<file path="config.mk">
export PLATFORM = sky130hd
export DESIGN_NAME = ccs_ctrl
export DESIGN_NICKNAME = d
export VERILOG_FILES = /design/src/design/ccs_pkg.sv /design/src/design/ccs_sweep_if.sv /design/src/design/ccs_regmem.sv /design/src/design/ccs_sweep.sv /design/src/design/ccs_ctrl.sv
export SDC_FILE = /design/constraint.sdc
export NUM_CORES = 1
export LEC_CHECK = 0
export ABC_AREA = 1
export BUFFER_PORTS_ARGS = -buffer_cell sky130_fd_sc_hd__buf_2
export CAP_MARGIN = 20
export CORE_ASPECT_RATIO = 0.8
export CORE_MARGIN = 2
export CORE_UTILIZATION = 49
export DETAILED_ROUTE_END_ITERATION = 16
export PLACE_DENSITY = 0.65
export SETUP_SLACK_MARGIN = 0.15
export SYNTH_ARGS = -nofsm -noshare
export SYNTH_HDL_FRONTEND = slang
export SYNTH_SLANG_ARGS = --single-unit
</file>
<file path="constraint.sdc">
create_clock -name clk_sys -period 3.4 [get_ports clk_sys]
set_clock_uncertainty 0.1 [all_clocks]
set_input_delay 0.68 -clock clk_sys [delete_from_list [all_inputs] [get_ports clk_sys]]
set_output_delay 0.68 -clock clk_sys [all_outputs]
set_load 0.005 [all_outputs]
</file>
<file path="src/design/ccs_pkg.sv">
// constants, field layout and types for the clock input / pll / spread control block
// How it works
// - byte 11 bits 7:6 pick crystal, single-ended pair or differential input; crystal default.
// - single-ended mode: byte 10 bit 4 picks primary or secondary input, primary default.
// - byte 10 control-pin field set to clock select hands selection to control pin 0.
// - per-PLL speed bit in byte 6 bits 7:5 picks 80-200 or 180-300 MHz VCO.
// - M and N dividers run fractional while the VCO is at or below 250 MHz.
// - PLL bypass routes the selected input straight to output switch A.
// - byte 3 bits 7:5 bypass only the VCO, M divider stays in path.
// - a PLL in VCO bypass is powered down.
// - PLL2 offers spread and plain outputs at the same time.
// - center spread keeps the mean phase equal to the unmodulated clock.
// - amount 000 powers down the spread output, holds it low, plain output runs.
// - center spread deviates symmetrically by 0.1, 0.25 or 0.4 percent.
// - down spread stays at or below the carrier, sweeping downward.
// - sweep rate selectable between about 17.6 and 60 kHz.
// - the sweep follows a triangular profile.
// - amount field: 000 bypass, 001-011 center spread, 100-111 down spread 1-3 percent.
`default_nettype none
package ccs_pkg;
    localparam int CCS_ADDR_W = 5;
    // byte addresses
    localparam logic [4:0] CCS_BYTE_VCO_BYPASS = 5'h03;
    localparam logic [4:0] CCS_BYTE_SPEED = 5'h06;
    localparam logic [4:0] CCS_BYTE_PIN_CFG = 5'h0a;
    localparam logic [4:0] CCS_BYTE_SOURCE = 5'h0b;
    localparam logic [4:0] CCS_BYTE_SPREAD = 5'h19;
    localparam logic [4:0] CCS_BYTE_EXTRA = 5'h1b;
    localparam logic [4:0] CCS_BYTE_STATUS = 5'h1c;
    // field positions
    localparam int CCS_VCO_BYPASS_LSB = 5;
    localparam int CCS_SPEED_LSB = 5;
    localparam int CCS_PIN_CFG_LSB = 0;
    localparam int CCS_INT_SEL_BIT = 4;
    localparam int CCS_SOURCE_LSB = 6;
    localparam int CCS_AMOUNT_LSB = 4;
    localparam int CCS_RATE_LSB = 0;
    localparam int CCS_ABOVE250_LSB = 0;
    localparam int CCS_PLL_BYP_LSB = 3;
    // field codes
    localparam logic [1:0] CCS_SRC_CRYSTAL = 2'h0;
    localparam logic [1:0] CCS_SRC_SINGLE = 2'h1;
    localparam logic [1:0] CCS_SRC_DIFF = 2'h2;
    localparam logic [1:0] CCS_PIN_PLL_BYPASS = 2'h1;
    localparam logic [1:0] CCS_PIN_CLK_SEL = 2'h2;
    localparam logic [2:0] CCS_AMOUNT_BYPASS = 3'h0;
    // reset values
    localparam logic [7:0] CCS_ZERO_RST = 8'h00;
    localparam logic [7:0] CCS_SPREAD_RST = 8'h09;
    // sweep full period in cycles per rate code; triangle half is half of it
    localparam logic [12:0] CCS_RATE_FACTOR [16] = '{
        13'h1630, 13'h1524, 13'h1418, 13'h130c, 13'h1200, 13'h10f4, 13'h0fe8, 13'h0edc,
        13'h0dd0, 13'h0cd6, 13'h0bb8, 13'h0aac, 13'h09a0, 13'h0894, 13'h0788, 13'h067c};
    // deviation in hundredths of a percent per amount code
    localparam logic [8:0] CCS_SPAN_BP [8] = '{
        9'h000, 9'h00a, 9'h019, 9'h028, 9'h064, 9'h096, 9'h0c8, 9'h12c};
    typedef enum logic [1:0] {CCS_SW_IDLE, CCS_SW_RISE, CCS_SW_FALL} ccs_sweep_state_type;
endpackage
`default_nettype wire

</file>
<file path="src/design/ccs_sweep_if.sv">
// link between the control top and the triangle sweep generator
`default_nettype none
interface ccs_sweep_if;
    logic enable;
    logic [3:0] rate_sel;
    logic [11:0] pos;
    logic [11:0] top;
    logic falling;
    modport ctrl (output enable, output rate_sel, input pos, input top, input falling);
    modport sweep (input enable, input rate_sel, output pos, output top, output falling);
endinterface
`default_nettype wire

</file>
<file path="src/design/ccs_regmem.sv">
// byte image of the configuration space with registered read data
`default_nettype none
module ccs_regmem #(
    parameter int DEPTH = 28
) (
    // clock and reset
    input wire logic clk_sys,
    input wire logic reset,
    input wire logic ce,
    // access
    input wire logic wr_en,
    input wire logic rd_en,
    input wire logic [ccs_pkg::CCS_ADDR_W-1:0] addr,
    input wire logic [7:0] wr_data,
    input wire logic stat_sel,
    input wire logic [7:0] stat_data,
    output logic [7:0] rd_data
);
    logic [7:0] mem_q [DEPTH];

    always_ff @(posedge clk_sys) begin
        if (reset) begin
            for (int i = 0; i < DEPTH; i++) begin
                mem_q[i] <= (i == int'(ccs_pkg::CCS_BYTE_SPREAD)) ?
                    ccs_pkg::CCS_SPREAD_RST : ccs_pkg::CCS_ZERO_RST;
            end
        end else if (ce && wr_en && (int'(addr) < DEPTH)) begin
            mem_q[addr] <= wr_data;
        end
    end

    always_ff @(posedge clk_sys) begin
        if (reset) begin
            rd_data <= ccs_pkg::CCS_ZERO_RST;
        end else if (ce && rd_en) begin
            if (stat_sel) begin
                rd_data <= stat_data;
            end else if (int'(addr) < DEPTH) begin
                rd_data <= mem_q[addr];
            end else begin
                rd_data <= ccs_pkg::CCS_ZERO_RST;
            end
        end
    end
endmodule // ccs_regmem
`default_nettype wire

</file>
<file path="src/design/ccs_sweep.sv">
// triangular spread sweep position generator
`default_nettype none
module ccs_sweep (
    // clock and reset
    input wire logic clk_sys,
    input wire logic reset,
    input wire logic ce,
    // control side
    ccs_sweep_if.sweep sw
);
    ccs_pkg::ccs_sweep_state_type state_q;
    logic [11:0] pos_q;
    logic [11:0] top_q;

    assign sw.pos = pos_q;
    assign sw.top = top_q;
    assign sw.falling = (state_q == ccs_pkg::CCS_SW_FALL);

    always_ff @(posedge clk_sys) begin
        if (reset) begin
            top_q <= ccs_pkg::CCS_RATE_FACTOR[ccs_pkg::CCS_SPREAD_RST[3:0]][12:1];
        end else if (ce) begin
            top_q <= ccs_pkg::CCS_RATE_FACTOR[sw.rate_sel][12:1];
        end
    end

    // up one step per cycle to the top, down to zero: symmetric, so mean sits mid-span
    always_ff @(posedge clk_sys) begin
        if (reset) begin
            state_q <= ccs_pkg::CCS_SW_IDLE;
            pos_q <= 12'h000;
        end else if (ce) begin
            if (!sw.enable) begin
                state_q <= ccs_pkg::CCS_SW_IDLE;
                pos_q <= 12'h000;
            end else begin
                case (state_q)
                    ccs_pkg::CCS_SW_IDLE: begin
                        state_q <= ccs_pkg::CCS_SW_RISE;
                    end
                    ccs_pkg::CCS_SW_RISE: begin
                        if (pos_q >= top_q) begin
                            state_q <= ccs_pkg::CCS_SW_FALL;
                            pos_q <= pos_q - 12'h001;
                        end else begin
                            pos_q <= pos_q + 12'h001;
                            if (pos_q + 12'h001 >= top_q) begin
                                state_q <= ccs_pkg::CCS_SW_FALL;
                            end
                        end
                    end
                    ccs_pkg::CCS_SW_FALL: begin
                        pos_q <= pos_q - 12'h001;
                        if (pos_q == 12'h001) begin
                            state_q <= ccs_pkg::CCS_SW_RISE;
                        end
                    end
                    default: begin
                        state_q <= ccs_pkg::CCS_SW_IDLE;
                    end
                endcase
            end
        end
    end

    sweep_step_a: assert property (@(posedge clk_sys) disable iff (reset)
        (ce && sw.enable && state_q != ccs_pkg::CCS_SW_IDLE) |=>
        (pos_q == $past(pos_q) + 12'h001 || pos_q == $past(pos_q) - 12'h001))
        else $error("sweep moved by other than one step");

    sweep_bound_a: assert property (@(posedge clk_sys) disable iff (reset)
        (state_q == ccs_pkg::CCS_SW_RISE && ce && sw.enable && pos_q + 12'h001 == top_q
         && $stable(top_q)) |=> (state_q == ccs_pkg::CCS_SW_FALL && pos_q == top_q))
        else $error("sweep did not turn at its top");
endmodule // ccs_sweep
`default_nettype wire

</file>
<file path="src/design/ccs_ctrl.sv">
// clock input select, pll mode and spread control with its register port
//
// Our own choices: the address-and-strobe port and the address map.
`default_nettype none
module ccs_ctrl (
    // clock, reset, enable
    input wire logic clk_sys,
    input wire logic reset,
    input wire logic ce,
    // register port
    input wire logic [ccs_pkg::CCS_ADDR_W-1:0] reg_addr,
    input wire logic [7:0] reg_wr_data,
    input wire logic reg_wr,
    input wire logic reg_rd,
    output logic [7:0] reg_rd_data,
    // control pin
    input wire logic multi_function_control_pin0,
    // reference input steering
    output logic [1:0] ref_source_mode_q,
    output logic ref_input_select_q,
    // per-pll modes
    output logic [2:0] vco_speed_range_select_q,
    output logic [2:0] fractional_mode_q,
    output logic [2:0] pll_bypass_q,
    output logic [2:0] vco_bypass_select_q,
    output logic [2:0] pll_power_down_q,
    // pll2 outputs and spread
    output logic pll2_plain_enable_q,
    output logic spread_enable_q,
    output logic spread_center_q,
    output logic [8:0] spread_span_q,
    output logic [11:0] spread_pos,
    output logic [11:0] spread_top
);
    logic [1:0] pin_cfg_q;
    logic int_sel_q;
    logic [2:0] above250_q;
    logic [2:0] pll_bypass_cfg_q;
    logic [2:0] spread_amount_q;
    logic [3:0] spread_rate_q;
    logic [7:0] status;
    logic pin_bypass;

    ccs_sweep_if sw ();

    // spread runs only with a nonzero amount and pll2 out of vco bypass, so the
    // bypass-write-release order restarts the triangle cleanly
    assign sw.enable = (spread_amount_q != ccs_pkg::CCS_AMOUNT_BYPASS)
        && !vco_bypass_select_q[1];
    assign sw.rate_sel = spread_rate_q;
    assign spread_pos = sw.pos;
    assign spread_top = sw.top;
    assign pin_bypass = (pin_cfg_q == ccs_pkg::CCS_PIN_PLL_BYPASS) && !multi_function_control_pin0;
    assign status = {spread_enable_q, sw.falling, ref_input_select_q, pll_power_down_q,
        ref_source_mode_q};

    ccs_sweep u_sweep (
        .clk_sys(clk_sys),
        .reset(reset),
        .ce(ce),
        .sw(sw.sweep)
    );

    ccs_regmem #(.DEPTH(28)) u_mem (
        .clk_sys(clk_sys),
        .reset(reset),
        .ce(ce),
        .wr_en(reg_wr && reg_addr != ccs_pkg::CCS_BYTE_STATUS),
        .rd_en(reg_rd),
        .addr(reg_addr),
        .wr_data(reg_wr_data),
        .stat_sel(reg_addr == ccs_pkg::CCS_BYTE_STATUS),
        .stat_data(status),
        .rd_data(reg_rd_data)
    );

    // field registers take the write at once and load their defaults on reset
    always_ff @(posedge clk_sys) begin
        if (reset) begin
            ref_source_mode_q <= ccs_pkg::CCS_SRC_CRYSTAL;
            pin_cfg_q <= 2'h0;
            int_sel_q <= 1'b0;
            vco_speed_range_select_q <= 3'h0;
            vco_bypass_select_q <= 3'h0;
            above250_q <= 3'h0;
            pll_bypass_cfg_q <= 3'h0;
            spread_amount_q <= ccs_pkg::CCS_SPREAD_RST[ccs_pkg::CCS_AMOUNT_LSB +: 3];
            spread_rate_q <= ccs_pkg::CCS_SPREAD_RST[ccs_pkg::CCS_RATE_LSB +: 4];
        end else if (ce && reg_wr) begin
            if (reg_addr == ccs_pkg::CCS_BYTE_SOURCE) begin
                ref_source_mode_q <= reg_wr_data[ccs_pkg::CCS_SOURCE_LSB +: 2];
            end else if (reg_addr == ccs_pkg::CCS_BYTE_PIN_CFG) begin
                pin_cfg_q <= reg_wr_data[ccs_pkg::CCS_PIN_CFG_LSB +: 2];
                int_sel_q <= reg_wr_data[ccs_pkg::CCS_INT_SEL_BIT];
            end else if (reg_addr == ccs_pkg::CCS_BYTE_SPEED) begin
                vco_speed_range_select_q <= reg_wr_data[ccs_pkg::CCS_SPEED_LSB +: 3];
            end else if (reg_addr == ccs_pkg::CCS_BYTE_VCO_BYPASS) begin
                vco_bypass_select_q <= reg_wr_data[ccs_pkg::CCS_VCO_BYPASS_LSB +: 3];
            end else if (reg_addr == ccs_pkg::CCS_BYTE_SPREAD) begin
                spread_amount_q <= reg_wr_data[ccs_pkg::CCS_AMOUNT_LSB +: 3];
                spread_rate_q <= reg_wr_data[ccs_pkg::CCS_RATE_LSB +: 4];
            end else if (reg_addr == ccs_pkg::CCS_BYTE_EXTRA) begin
                above250_q <= reg_wr_data[ccs_pkg::CCS_ABOVE250_LSB +: 3];
                pll_bypass_cfg_q <= reg_wr_data[ccs_pkg::CCS_PLL_BYP_LSB +: 3];
            end
        end
    end

    // reference selection: pin only counts when configured as clock select
    always_ff @(posedge clk_sys) begin
        if (reset) begin
            ref_input_select_q <= 1'b0;
        end else if (ce) begin
            if (ref_source_mode_q != ccs_pkg::CCS_SRC_SINGLE) begin
                ref_input_select_q <= 1'b0;
            end else if (pin_cfg_q == ccs_pkg::CCS_PIN_CLK_SEL) begin
                ref_input_select_q <= multi_function_control_pin0;
            end else begin
                ref_input_select_q <= int_sel_q;
            end
        end
    end

    // per-pll modes; speed bit alone cannot tell 250 MHz, so software flags it
    always_ff @(posedge clk_sys) begin
        if (reset) begin
            fractional_mode_q <= 3'h7;
            pll_bypass_q <= 3'h0;
            pll_power_down_q <= 3'h0;
        end else if (ce) begin
            fractional_mode_q <= ~above250_q;
            pll_bypass_q <= pll_bypass_cfg_q | {3{pin_bypass}};
            pll_power_down_q <= vco_bypass_select_q;
        end
    end

    // pll2 spread path; the plain output ignores the spread amount entirely
    always_ff @(posedge clk_sys) begin
        if (reset) begin
            pll2_plain_enable_q <= 1'b1;
            spread_enable_q <= 1'b0;
            spread_center_q <= 1'b1;
            spread_span_q <= 9'h000;
        end else if (ce) begin
            pll2_plain_enable_q <= !vco_bypass_select_q[1];
            spread_enable_q <= sw.enable;
            spread_center_q <= !spread_amount_q[2];
            spread_span_q <= ccs_pkg::CCS_SPAN_BP[spread_amount_q];
        end
    end

    source_write_a: assert property (@(posedge clk_sys) disable iff (reset)
        (ce && reg_wr && reg_addr == ccs_pkg::CCS_BYTE_SOURCE) |=>
        (ref_source_mode_q == $past(reg_wr_data[7:6])))
        else $error("source mode not taken from write");

    pin_select_a: assert property (@(posedge clk_sys) disable iff (reset)
        (ce && ref_source_mode_q == ccs_pkg::CCS_SRC_SINGLE
         && pin_cfg_q == ccs_pkg::CCS_PIN_CLK_SEL) |=>
        (ref_input_select_q == $past(multi_function_control_pin0)))
        else $error("control pin did not steer input select");

    int_select_a: assert property (@(posedge clk_sys) disable iff (reset)
        (ce && ref_source_mode_q == ccs_pkg::CCS_SRC_SINGLE
         && pin_cfg_q != ccs_pkg::CCS_PIN_CLK_SEL) |=> (ref_input_select_q == $past(int_sel_q)))
        else $error("internal select bit ignored");

    speed_write_a: assert property (@(posedge clk_sys) disable iff (reset)
        (ce && reg_wr && reg_addr == ccs_pkg::CCS_BYTE_SPEED) |=>
        (vco_speed_range_select_q == $past(reg_wr_data[7:5])))
        else $error("speed range not taken from write");

    vco_power_a: assert property (@(posedge clk_sys) disable iff (reset)
        (ce && reg_wr && reg_addr == ccs_pkg::CCS_BYTE_VCO_BYPASS) ##1 ce |=>
        (pll_power_down_q == $past(reg_wr_data[7:5], 2)))
        else $error("vco bypass did not power down its pll");

    fraction_mode_a: assert property (@(posedge clk_sys) disable iff (reset)
        ce |=> (fractional_mode_q == ~$past(above250_q)))
        else $error("fractional mode wrong for vco range");

    spread_off_a: assert property (@(posedge clk_sys) disable iff (reset)
        (ce && spread_amount_q == ccs_pkg::CCS_AMOUNT_BYPASS && !vco_bypass_select_q[1]) |=>
        (!spread_enable_q && spread_pos == 12'h000 && pll2_plain_enable_q))
        else $error("spread bypass left spread output running");

    spread_code_a: assert property (@(posedge clk_sys) disable iff (reset)
        (ce && reg_wr && reg_addr == ccs_pkg::CCS_BYTE_SPREAD) ##1 ce |=>
        (spread_center_q == !$past(reg_wr_data[6], 2)))
        else $error("spread amount code decoded wrongly");
endmodule // ccs_ctrl
`default_nettype wire

</file>
==> results.cfg <==
[worst_setup_path]
reg2reg_from = u_sweep.sw.pos[0]$_SDFFE_PP0P_
worst_setup_path_end_kind = flop
ff2ff_setup_slack_ps = 650
arrival_ps = 3070
worstSetupStartpointType = flop
reg2regPathDepth = 16
crit_fanout = 8
endpoint = u_sweep.state_q[0]$_SDFFE_PP0P_
path_class = reg2reg
crit_start = u_sweep.sw.pos[0]$_SDFFE_PP0P_
required_ps = 3720
timing.rr.end = u_sweep.state_q[0]$_SDFFE_PP0P_

[clock_network]
cts.sinks = 304
clk_path_buf_depth = 3
ctsResizeCount = 0
cts_root_buf = clkbuf_16
cts_buffers = 30
h-tree-depth = 1
hold_buffers = 0
clkTransAtPathRegs_ps = 60
cts_tree = built
postCtsSetupBuffers = 0
worstSkewPairLatency_ps = 570

[floorplanning]
pin_count = 81
core_um2 = 28490
die_y_um = 156.6
die_w_um = 194.8
rows = 55
start_util_pct = 50.07
die_area_um2 = 30500

[yosys]
synthDistinctLibCells = 36
synth_edf_count = 224
async_flop_share_pct = 0
syn_area_per_cell_um2 = 9.234
ys_warn_count = 0
synth_nets = 1601
netlist_area_um2 = 14270
synthCells = 1545
synth.ff_latch_count = 304
synth_seq_area_share_pct = 58.38
synth_ff_type = edfxtp_1

[sta]
drv_slew = 0
hold_violations = 0
finalSetupViolations = 0
period_needed_ps = 2748
max-slew-margin-rel_pct = 42.40
max_freq_mhz = 363.9
grt_setup_unrepaired = no
finalCritPeriodShare_pct = 80.81
worst_pin_slew_ps = 863.0
finalSetupTns_ps = 0

[flow_run]
max_cap_violations = 0

[pwr]
p_leak_nw = 6.796
power_density_nw_per_um2 = 518.7
total_power_mw = 8.380
peakVddDrop_uv = 429.0

[detailed_routing]
drc = 0
wl_per_cell_um = 19.53
vias_per_cell = 5.576
vias = 11150
dr.pass1.iters = 6
wl_um = 39060
postRouteAntennaNets = 0
drtIter0Drc = 1096

[global_routing]
grt_max_degree = 43
grt_pass1_wl_um = 60980
overflow = 0
grt_pass1_vias = 10740
track_usage_pct = 25.95
antenna_found_initial = 0

[placed_design]
place_hpwl_um = 26340
dpl.cell_count = 1944
placed_area_um2 = 15090
numPortBuffers = 80
gp_congestion = 0.9228

[cells_and_area]
drive_above_1_share_pct = 11.72
area_delta_synth_final_pct = 13.25
antenna_cells = 0
instances_no_fill = 2000
final_common_cell = nand2_1
stdcell_area_um2 = 16160
final_util_pct = 56.71
fin_nets = 1662
most-common-layout-cells = nand2_1, nor2_1, edfxtp_1

[hold_path]
hold_class = in2reg

[outcome]
status = complete, no violations
## routing by layer
layer / GRT usage [%] / vias up / wire, um
li1: - / 5344 / -
met1: 37.88 / 5317 / 17720
met2: 40.72 / 422 / 17430
met5: 0 / - / 0
met3: 3.836 / 68 / 2925
met4: 6.943 / 0 / 989
## kinds of logic (layout without fill, tap and decap cells)
group           after synthesis  in the layout  synth area share, %
compound gates              247            247                10.81
fa+ha+maj                    37             37                3.245
buf+inv                     209            294                5.745
flops                       304            304                58.38
simple gates                738            738                21.21
xor+xnor                     10             10               0.6140
## flip-flops by register name (all words and copies together) (netlist names)
signal and cells:
above250_q 3, fractional_mode_q 3, int_sel_q 1, pin_cfg_q 2
pll2_plain_enable_q 1, pll_bypass_cfg_q 3, pll_bypass_q 3, pll_power_down_q 3
ref_input_select_q 1, ref_source_mode_q 2, spread_amount_q 3, spread_center_q 1
spread_enable_q 1, spread_rate_q 4, spread_span_q 9, u_mem.mem_q 224
u_mem.rd_data 8, u_sweep.state_q 2, u_sweep.sw.pos 12, u_sweep.sw.top 12
vco_bypass_select_q 3, vco_speed_range_select_q 3
## stage by stage
step | worst slack [ps] | hold slack, ps
floorplan | 993.7 | 311.5
global placement | 460.9 | 319.2
detailed placement | 416.2 | 325.0
CTS | 703.0 | 281.7
global route | 374.9 | 307.7
finish | 652.3 | 293.6
## cell usage after synthesis (3+ instances only)
library cell / number / share of area, %
o211ai_1: 6 / 0.32
nor3_2: 4 / 0.28
nand4_1: 14 / 0.61
clkbuf_1: 55 / 1.4
xor2_1: 9 / 0.55
a22oi_1: 104 / 5.5
nand2_1: 321 / 8.4
nor2_1: 307 / 8.1
a211oi_1: 3 / 0.16
edfxtp_1: 224 / 47
nand3b_1: 8 / 0.42
inv_1: 116 / 3.1
o22ai_1: 4 / 0.18
a31oi_1: 6 / 0.26
inv_2: 8 / 0.21
o21ai_0: 47 / 1.6
dfxtp_1: 80 / 11
and2_0: 8 / 0.35
nor3_1: 8 / 0.28
ha_1: 37 / 3.2
nand3_1: 48 / 1.7
a21oi_1: 73 / 2.6
nand2_2: 12 / 0.53
nor2_2: 3 / 0.13
buf_2: 25 / 0.88
## layout make-up
class	instances	area, um2
Timing Repair Buffer	112	690.7
Clock inverter	21	294.0
Tap cell	370	462.9
Clock buffer	35	769.5
Multi-Input combinational cell	1032	5139
Inverter	126	473.0
Sequential cell	304	8328
Fill cell	2552	12330
## critical path, cell delays in order, from the launching register on
cell	delay, ps
dfxtp_1	530
ha_1	290
nand2_1	100
nor2_1	300
nand4_1	120
nand2_1	110
inv_1	50
ha_1	260
nand2_1	40
nor2_1	130
nand2_1	80
a21oi_1	150
nor2_1	60
nand2_1	100
nand2_1	60
nand2_1	60
a21oi_1	60
## power by group
part | switching, mW | internal (mW) | total, mW
clock network | 1.43 | 2.15 | 3.59
logic | 0.427 | 0.163 | 0.590
registers | 0.0669 | 4.14 | 4.21
total | 1.93 | 6.45 | 8.38
## how the worst min path moves through the flow
stage                                from                                end  depth (start not counted)
6_report                   reg_wr_data[0]      spread_rate_q[0]$_SDFFE_PP1P_                          3
5_1_grt                    reg_wr_data[3]      spread_rate_q[3]$_SDFFE_PP1P_                          3
4_1_cts                    reg_wr_data[0]      spread_rate_q[0]$_SDFFE_PP1P_                          3
3_5_place_dp   above250_q[2]$_SDFFE_PP0P_  fractional_mode_q[2]$_SDFFE_PP1P_                          1
3_3_place_gp   above250_q[2]$_SDFFE_PP0P_  fractional_mode_q[2]$_SDFFE_PP1P_                          1
2_1_floorplan  above250_q[0]$_SDFFE_PP0P_  fractional_mode_q[0]$_SDFFE_PP1P_                          1
No activity file was read; power rests on OpenSTA's default activity.
